`src/voltage_reference_control_regs.svh`:
```
// Register offsets, field positions, reset values and timing counts
`ifndef VOLTAGE_REFERENCE_CONTROL_REGS_SVH
`define VOLTAGE_REFERENCE_CONTROL_REGS_SVH

`define VREF_CTRL_OFFSET 12'h000
`define VREF_STATUS_OFFSET 12'h004
`define VREF_ADDR_BITS 12
`define VREF_CTRL_RESET 8'h00
`define VREF_ENABLE_BIT 7
`define VREF_READY_BIT 6
`define VREF_TEMP_EN_BIT 5
`define VREF_TEMP_RANGE_BIT 4
`define VREF_CDAC_GAIN_LSB 2
`define VREF_ADC_GAIN_LSB 0
`define VREF_WRITE_MASK 8'hBF
`define VREF_SETTLE_NS 25000
`define VREF_CLK_NS 10
`define VREF_SETTLE_CYCLES ((`VREF_SETTLE_NS + `VREF_CLK_NS - 1) / `VREF_CLK_NS)

`endif

```
`src/voltage_reference_pkg.sv`:
```
// Types shared by the voltage reference control block
package voltage_reference_pkg;

  typedef enum logic [1:0] {
    gain_off = 2'b00,
    gain_1x = 2'b01,
    gain_2x = 2'b10,
    gain_4x = 2'b11
  } gain_e;

  typedef struct packed {
    logic reference_enable;
    logic reference_ready_flag;
    logic temp_indicator_enable;
    logic temp_range_select;
    gain_e comparator_dac_gain;
    gain_e adc_reference_gain;
  } control_s;

  typedef struct packed {
    logic comparator_dac_on;
    logic [2:0] comparator_dac_scale;
    logic adc_on;
    logic [2:0] adc_scale;
    logic temp_on;
    logic temp_high_range;
    logic reference_on;
  } analog_ctrl_s;

endpackage

```
`src/voltage_reference_control.sv`:
```
// APB slave holding the voltage reference control register and its analog controls
// Contract
// - The comparator/DAC gain field turns its output off at code zero and selects 1x, 2x or 4x.
// - The ADC gain field uses the same encoding: zero off, then 1x, 2x and 4x.
// - On variants with an internal regulator the ready flag always reads one.
// - The temperature range bit selects the high range when set and the low range when clear.
// - Bits from 7 down are enable, ready, temp enable, temp range, comparator gain, ADC gain.
`timescale 1ns/100ps
`include "voltage_reference_control_regs.svh"

module voltage_reference_control #(
  parameter bit HAS_LDO = 1'b0,
  parameter int SETTLE_CYCLES = `VREF_SETTLE_CYCLES
) (
  input wire logic pclk,
  input wire logic presetn,
  input wire logic clk_en,
  input wire logic psel,
  input wire logic penable,
  input wire logic pwrite,
  input wire logic [31:0] paddr,
  input wire logic [31:0] pwdata,
  input wire logic [3:0] pstrb,
  output logic [31:0] prdata,
  output logic pready,
  output logic pslverr,
  input wire logic reference_settled,
  output voltage_reference_pkg::analog_ctrl_s analog_ctrl
);

  localparam int CW = $clog2(SETTLE_CYCLES + 1);

  logic reference_enable;
  logic temp_indicator_enable;
  logic temp_range_select;
  voltage_reference_pkg::gain_e comparator_dac_gain;
  voltage_reference_pkg::gain_e adc_reference_gain;
  logic [CW-1:0] settle_count;
  logic settled;
  logic ready;
  voltage_reference_pkg::control_s ctrl_view;
  logic sel_ctrl;
  logic sel_status;
  logic wr_ctrl;
  logic [`VREF_ADDR_BITS-1:0] addr;

  assign addr = paddr[`VREF_ADDR_BITS-1:0];
  assign sel_ctrl = (addr == `VREF_CTRL_OFFSET);
  assign sel_status = (addr == `VREF_STATUS_OFFSET);
  assign pready = 1'b1;
  assign pslverr = psel && penable && !(sel_ctrl || (sel_status && !pwrite));
  assign wr_ctrl = clk_en && psel && penable && pwrite && sel_ctrl && pstrb[0];

  // Read-only flag bit is excluded from the write mask
  always_ff @(posedge pclk or negedge presetn) begin
    if (!presetn) begin
      reference_enable <= 1'b0;
      temp_indicator_enable <= 1'b0;
      temp_range_select <= 1'b0;
      comparator_dac_gain <= voltage_reference_pkg::gain_off;
      adc_reference_gain <= voltage_reference_pkg::gain_off;
    end else if (wr_ctrl) begin
      reference_enable <= pwdata[`VREF_ENABLE_BIT];
      temp_indicator_enable <= pwdata[`VREF_TEMP_EN_BIT];
      temp_range_select <= pwdata[`VREF_TEMP_RANGE_BIT];
      comparator_dac_gain <= voltage_reference_pkg::gain_e'(pwdata[`VREF_CDAC_GAIN_LSB +: 2]);
      adc_reference_gain <= voltage_reference_pkg::gain_e'(pwdata[`VREF_ADC_GAIN_LSB +: 2]);
    end
  end

  // Settling timer restarts whenever the reference is off
  always_ff @(posedge pclk or negedge presetn) begin
    if (!presetn) begin
      settle_count <= '0;
    end else if (clk_en) begin
      if (!reference_enable) begin
        settle_count <= '0;
      end else if (settle_count != CW'(SETTLE_CYCLES)) begin
        settle_count <= settle_count + CW'(1);
      end
    end
  end

  assign settled = (settle_count == CW'(SETTLE_CYCLES)) && reference_settled;
  assign ready = HAS_LDO ? 1'b1 : (reference_enable && settled);

  always_comb begin
    ctrl_view.reference_enable = reference_enable;
    ctrl_view.reference_ready_flag = ready;
    ctrl_view.temp_indicator_enable = temp_indicator_enable;
    ctrl_view.temp_range_select = temp_range_select;
    ctrl_view.comparator_dac_gain = comparator_dac_gain;
    ctrl_view.adc_reference_gain = adc_reference_gain;
  end

  // Read data registered on the setup cycle so it is valid in the access phase
  always_ff @(posedge pclk or negedge presetn) begin
    if (!presetn) begin
      prdata <= 32'h00000000;
    end else if (clk_en && psel && !penable && !pwrite) begin
      if (sel_ctrl) begin
        prdata <= {24'h000000, ctrl_view};
      end else if (sel_status) begin
        prdata <= {30'h00000000, settled, ready};
      end else begin
        prdata <= 32'h00000000;
      end
    end
  end

  function automatic logic [2:0] scale_of(input voltage_reference_pkg::gain_e g);
    unique case (g)
      voltage_reference_pkg::gain_off: scale_of = 3'h0;
      voltage_reference_pkg::gain_1x: scale_of = 3'h1;
      voltage_reference_pkg::gain_2x: scale_of = 3'h2;
      voltage_reference_pkg::gain_4x: scale_of = 3'h4;
    endcase
  endfunction

  always_ff @(posedge pclk or negedge presetn) begin
    if (!presetn) begin
      analog_ctrl <= '0;
    end else if (clk_en) begin
      analog_ctrl.reference_on <= reference_enable;
      analog_ctrl.comparator_dac_on <= comparator_dac_gain != voltage_reference_pkg::gain_off;
      analog_ctrl.comparator_dac_scale <= scale_of(comparator_dac_gain);
      analog_ctrl.adc_on <= adc_reference_gain != voltage_reference_pkg::gain_off;
      analog_ctrl.adc_scale <= scale_of(adc_reference_gain);
      analog_ctrl.temp_on <= temp_indicator_enable;
      analog_ctrl.temp_high_range <= temp_range_select;
    end
  end

endmodule

```
`config.mk`:
```
export PLATFORM = sky130hd
export DESIGN_NAME = voltage_reference_control
export DESIGN_NICKNAME = d
export VERILOG_FILES = /design/src/voltage_reference_pkg.sv /design/src/voltage_reference_control.sv
export VERILOG_INCLUDE_DIRS = /design/src /design/src/src
export SDC_FILE = /design/constraint.sdc
export NUM_CORES = 1
export LEC_CHECK = 0
export BUFFER_PORTS_ARGS = -buffer_cell sky130_fd_sc_hd__buf_2
export CAP_MARGIN = 20
export CORE_ASPECT_RATIO = 0.6
export CORE_MARGIN = 3
export CORE_UTILIZATION = 30
export DETAILED_ROUTE_END_ITERATION = 10
export GPL_ROUTABILITY_DRIVEN = 0
export HOLD_SLACK_MARGIN = 0.03
export PLACE_DENSITY_LB_ADDON = 0.15
export SYNTH_ARGS = -nofsm -noshare
export SYNTH_HDL_FRONTEND = slang
export SYNTH_SLANG_ARGS = --single-unit
```
`constraint.sdc`:
```
create_clock -name pclk -period 1.55 [get_ports pclk]
set_input_delay 0.155 -clock pclk [delete_from_list [all_inputs] [get_ports pclk]]
set_output_delay 0.155 -clock pclk [all_outputs]
set_load 0.005 [all_outputs]
```
==> flow_summary.toml, run 1 <==
[run_status]
status = "finished with violations"
violations = "negative setup slack"

[cells_and_area]
stdcell_count = 349
final_nets = 342
n_antenna_cell = 0
area_growth_pct = 24.70
n_fill_cell = 631
drive_gt1_share_pct = 34.72

[synthesis]
synth_xor_area_share_pct = 0.8844
yosys_warnings = 0
synth_area_um2 = 1981
synth_top_family_by_area = "simple AND/OR/NAND/NOR gates"
synth_top_area_share_pct = 48.01
yosysMostFrequentCell = "dfrtp_1"
synth.area.top_cells = "dfrtp_1 48%, buf_4 9.5%, mux2_2 5.1%"
synth-seq-area-share_pct = 48.01
synth-edff-count = 0
syn_inst = 199
synth_commonest_cells = "38 x dfrtp_1, 25 x buf_4, 13 x inv_1, 13 x o21ai_0, 12 x nand2_1"
yosysUniqueCellTypes = 36
synth_flop_cell = "dfrtp_1"
synth_compound_area_share_pct = 12.26
yosysTopAreaCell = "dfrtp_1"
synthSimpleGateAreaFrac_pct = 18.51
synthAdderAreaFrac_pct = 1.263
synth_seq_cells = 38
synthArstFlopShare_pct = 100.0
syn_avg_cell_area_um2 = 9.953
synthMuxAreaShare_pct = 5.622

[sta]
post-route-min-period_ps = 1580
hold_ws_ps = 97.90
setup_viol = 2
tightest_slew_ps = 500.2
setup_slack_ps = -30.31
finalClockSkew_ps = 6.042
rsz0062_at_grt = "yes"
hold_viol = 0
fmax_ghz = 0.6328
fin_crit_sh_pct = 102.0
maxSlewViolCount = 0
max_slew_margin_pct = 66.65

[place]
port_buffers = 46
place_hpwl_um = 3481
dp.cells = 340
post-place-ws_ps = -201.0

[setup_path]
arrival_ps = 1750
setup.worst_path.end_class = "flop"
crit_path_start_kind = "flop"
r2r_setup_slack_ps = -30
reg2reg_depth = 4
path_max_fanout = 3
reg2reg_to = "settle_count[1]"
critPathKind = "flop to flop"
cp.required_ps = 1720
crit-reg2reg-launch = "settle_count[4]"

[floorplanning]
rows = 22
ioPinCount = 120
core_um2 = 6248
die-width_um = 110.9
die_y_um = 68.94
initial_core_util_pct = 31.70
die-area_um2 = 7645

[cts]
cts.clk_slew.worst_paths_ps = 80
numCtsBuffers = 5
htreeDepth = 2
cts_tree = "done"
clock_path_buffers = 2
clock-sinks = 38
root_buffer = "clkbuf_8"
clock_latency_ps = 280

[pwr]
ir_drop_mv = 0.3363
powerDensity_nw_per_um2 = 714.9
p_leak_uw = 0.001218

[min_path]
hold_end = "comparator_dac_gain[1]"
hp-start = "pwdata[3]"
worstHoldPathCells = 2
hold_path_class = "primary input to flop"

[drt]
highest_layer = "met4"
drc = 0
wl_met1_um = 2631
vias = 1564
avgViaCountPerCell = 4.481
routed_wl_um = 4657
wl_met2_um = 1672
met3RoutedLength_um = 313
dr.first_iter.drc_count = 68
postRouteAntennaNets = 0
first_pass_iters = 4
wl_per_cell_um = 13.34

[global_route]
grtUsageTotal_pct = 12.27
grt_max_degree = 39
grt_pass1_vias = 1369
grt_pass1_wl_um = 7238
grt-ovfl-total = 0
antenna_found_initial = 0

[flow_run]
max_cap_viol_count = 0
## kinds of logic (layout without fill, tap and decap cells)
family	after synthesis	after routing
muxes	10	10
other	2	25
AOI/OAI and AO/OA	37	37
and+or+nand+nor	64	64
buffers and inverters	44	87
xor gates and xnor gates	2	2
DFF	38	38
adders and majority gates	2	2
## area by class of cell
type                    instances  area (um^2)  share of cell area, %
clock buffers                   5        68.82                  2.786
clock inverters                 2        10.01                 0.4053
inverters                      13        48.80                  1.976
multi-input cells             140        895.9                  36.27
flip-flops and latches         38        950.9                  38.50
well taps                      84        105.1                  4.255
repair buffers                 67        390.4                  15.81
## repair_timing
action | CTS | global route
pin swaps | 1 | 4
gates resized for setup | 2 | 4
setup endpoints to repair | 2 | 12
endpoints found under the hold margin | 38 | 0
hold buffers | 1 | 0
setup buffers | 0 | 1
## through the flow
stage               utilization, %  setup TNS [ps]  area, um^2  power (uW)
floorplan                        -          -159.0        2087        1104
global placement             37.69           -1104        2355        1138
detailed placement           37.69           -1365        2355        1138
CTS                          39.19          -52.76        2449        1797
global route                 39.53          -762.3        2470        1851
finish                       39.53          -40.73        2470        1766
## critical path, stage by stage, from the launching register on
cell	delay [ps]
dfrtp_1	400
or4_4	540
or3_4	350
nand4_1	90
o221ai_2	90
## metal layers
layer	up-vias	GRT usage (%)
met5	-	0
met1	720	19.37
met3	5	3.575
li1	785	-
met4	0	3.687
met2	54	15.41
## how the worst max path moves through the flow
stage               slack (ps)               endpoint  cells past startpoint        startpoint
CTS                        -50        settle_count[1]                      4  settle_count[10]
global route              -130              prdata[0]                      5   settle_count[5]
detailed placement        -200       reference_enable                      6          paddr[1]
floorplan                  -40        settle_count[1]                      4   settle_count[5]
finish                     -30        settle_count[1]                      4   settle_count[4]
global placement          -160  temp_indicator_enable                      6          paddr[4]
## sequential cells by signal, indices dropped and copies added (netlist names)
name,count
settle_count,12
analog_ctrl,11
prdata,8
adc_reference_gain,2
comparator_dac_gain,2
reference_enable,1
temp_indicator_enable,1
temp_range_select,1
## power by group
part	switching, uW	total, uW	internal (uW)
Sequential	1.99	996	994
Combinational	78.6	123	44.2
Clock	345	647	302
## placed cells by master, fill, tap and decap left out, drive strengths merged, types with 2 or more instances in the layout
cell / netlist / layout
a21o: 2 / 2
a21oi: 6 / 6
a22o: 7 / 7
a31oi: 3 / 3
buf: 26 / 66
clkbuf: 5 / 5
clkinv: 0 / 2
conb: 2 / 25
dfrtp: 38 / 38
ha: 2 / 2
inv: 13 / 13
mux2: 9 / 9
nand2: 12 / 12
nand3: 9 / 9
nand3b: 4 / 4
nor2: 11 / 11
nor2b: 5 / 5
nor3: 6 / 6
nor4: 6 / 6
o21ai: 13 / 13
o41ai: 2 / 2
or3: 5 / 5
xnor2: 2 / 2
No activity file was read; power rests on OpenSTA's default activity.
==> run 2, diff against run 1 <==
Settings changed: REMOVE_ABC_BUFFERS from default to 1.
==> run 2 against run 1 <==
The run still ends with negative setup slack left. Wire length rose by 0.75%. Core utilization rose by 1.3 points. Sequential power about the same. Count of clock-buffer cells in the layout is the same. Clock power rose by 56%. Clock skew increased by 1.8 ps. Via count shrank 1.5%. Critical path type unchanged. Critical endpoint unchanged. Largest cell class unchanged.
==> flow_summary.toml, run 2 (synthesized netlist as in run 1, its figures left out) <==
[cells_and_area]
multi_input_area_um2 = 895.9
n_antenna_cell = 0
final_cell_mix = "46 x buf_2, 36 x dfrtp_1, 25 x conb_1, 23 x buf_4"
final_common_cell = "buf_2"
stdcell_count = 353
final_nets = 345
n_fill_cell = 629
fin_util_pct = 40.87
largest-register = "settle_count"
area_growth_pct = 28.93
drive_gt1_share_pct = 36.43
fin_area_um2 = 2554
top_regs = "settle_count (12), analog_ctrl (11), prdata (8)"
largest_reg_flops = 12
final-seq-area_um2 = 953.4

[sta]
maxSlewViolCount = 0
fmax_ghz = 0.6093
rsz0062_at_grt = "yes"
hold_ws_ps = 91.94
finalClockSkew_ps = 7.891
fin_crit_sh_pct = 105.9
setup_viol = 6
hold_viol = 0
post-route-min-period_ps = 1641
setup_slack_ps = -91.35

[place]
place_hpwl_um = 3520
port_buffers = 46
dp.cells = 343
dpl-instance-area_um2 = 2357

[global_route]
grt_max_degree = 39
antenna_found_initial = 0
grtUsageTotal_pct = 12.38
grt_pass1_vias = 1407
grt-ovfl-total = 0
grt_pass1_wl_um = 7376

[floorplanning]
die-area_um2 = 7645
core_um2 = 6248
die-width_um = 110.9
ioPinCount = 120
rows = 22
die_y_um = 68.94
initial_core_util_pct = 31.70

[setup_path]
crit_path_start_kind = "flop"
critPathLaunch = "settle_count[5]"
critPathBufInv = 0
critPathTopFamily = "simple AND/OR/NAND/NOR gates"
cp.required_ps = 1720
crit_slowest_cell = "or4_4"
cp.depth = 4
reg2reg_depth = 4
path_max_fanout = 3
slowest_delay_ps = 580
arrival_ps = 1810
crit-reg2reg-launch = "settle_count[5]"
setup.worst_path.end_class = "flop"
timing.critical_path.cells = "or4_4 > or3_4 > nand4_1 > o221ai_2"
critPathKind = "flop to flop"
cp-endpoint = "settle_count[1]"
r2r_setup_slack_ps = -90
reg2reg_to = "settle_count[1]"

[flow_run]
max_cap_viol_count = 0

[drt]
first_pass_iters = 4
wl_per_cell_um = 13.29
dr.first_iter.drc_count = 118
drc = 0
vias = 1540
postRouteAntennaNets = 0
avgViaCountPerCell = 4.363
routed_wl_um = 4692

[cts]
cts.clk_slew.worst_paths_ps = 80
numCtsBuffers = 5
cts_tree = "done"
clock_path_buffers = 2
htreeDepth = 2
root_buffer = "clkbuf_8"
clock-sinks = 38
clock_latency_ps = 290

[min_path]
hp-start = "pwdata[3]"
hold_path_class = "primary input to flop"

[pwr]
p_leak_uw = 0.001240
ir_drop_mv = 0.4859
powerDensity_nw_per_um2 = 834.3

[run_status]
violations = "negative setup slack"
status = "finished with violations"
==> run 2: worst min-delay path by stage <==
stage                             end  cells past startpoint
2_1_floorplan   adc_reference_gain[0]                      0
3_3_place_gp           analog_ctrl[7]                      2
3_5_place_dp           analog_ctrl[7]                      2
4_1_cts        comparator_dac_gain[1]                      2
5_1_grt         temp_indicator_enable                      2
6_report       comparator_dac_gain[1]                      2
==> run 2: power by group <==
group	switching [uW]	total, uW	internal [uW]
Clock	369	1010	645
Sequential	1.72	996	994
Combinational	77.3	121	44.1
==> run 2: stage by stage <==
step	TNS [ps]	setup WS [ps]	power, uW
after floorplan	-286.3	-56.41	1047
after global placement	-2294	-198.1	1135
after detailed placement	-2378	-209.1	1135
after CTS	-435.9	-99.77	2166
after global routing	-1067	-154.0	2235
final	-392.6	-91.35	2131
==> run 2: layout make-up <==
class                      count  share of cell area, %
timing repair buffer          70                  16.17
clock inverter                 3                  2.695
inverter                      13                  1.911
sequential                    38                  37.33
clock buffer                   5                  2.695
tap                           84                  4.116
multi-input combinational    140                  35.08
==> run 2: what timing repair did <==
item / 4_1_cts / 5_1_grt
hold buffers: 1 / 0
setup buffers: 0 / 1
hold endpoints to repair: 38 / 0
gates resized for setup: 2 / 10
endpoints found under the setup margin: 7 / 12
pin swaps: 0 / 4
==> run 2: layer usage <==
metal	track usage [%]	share of wire, %	vias to the layer above
met2	14.65	36	54
met4	2.765	0.26	0
met5	0	0	-
li1	-	-	791
met3	3.139	5.8	2
met1	20.78	58	693
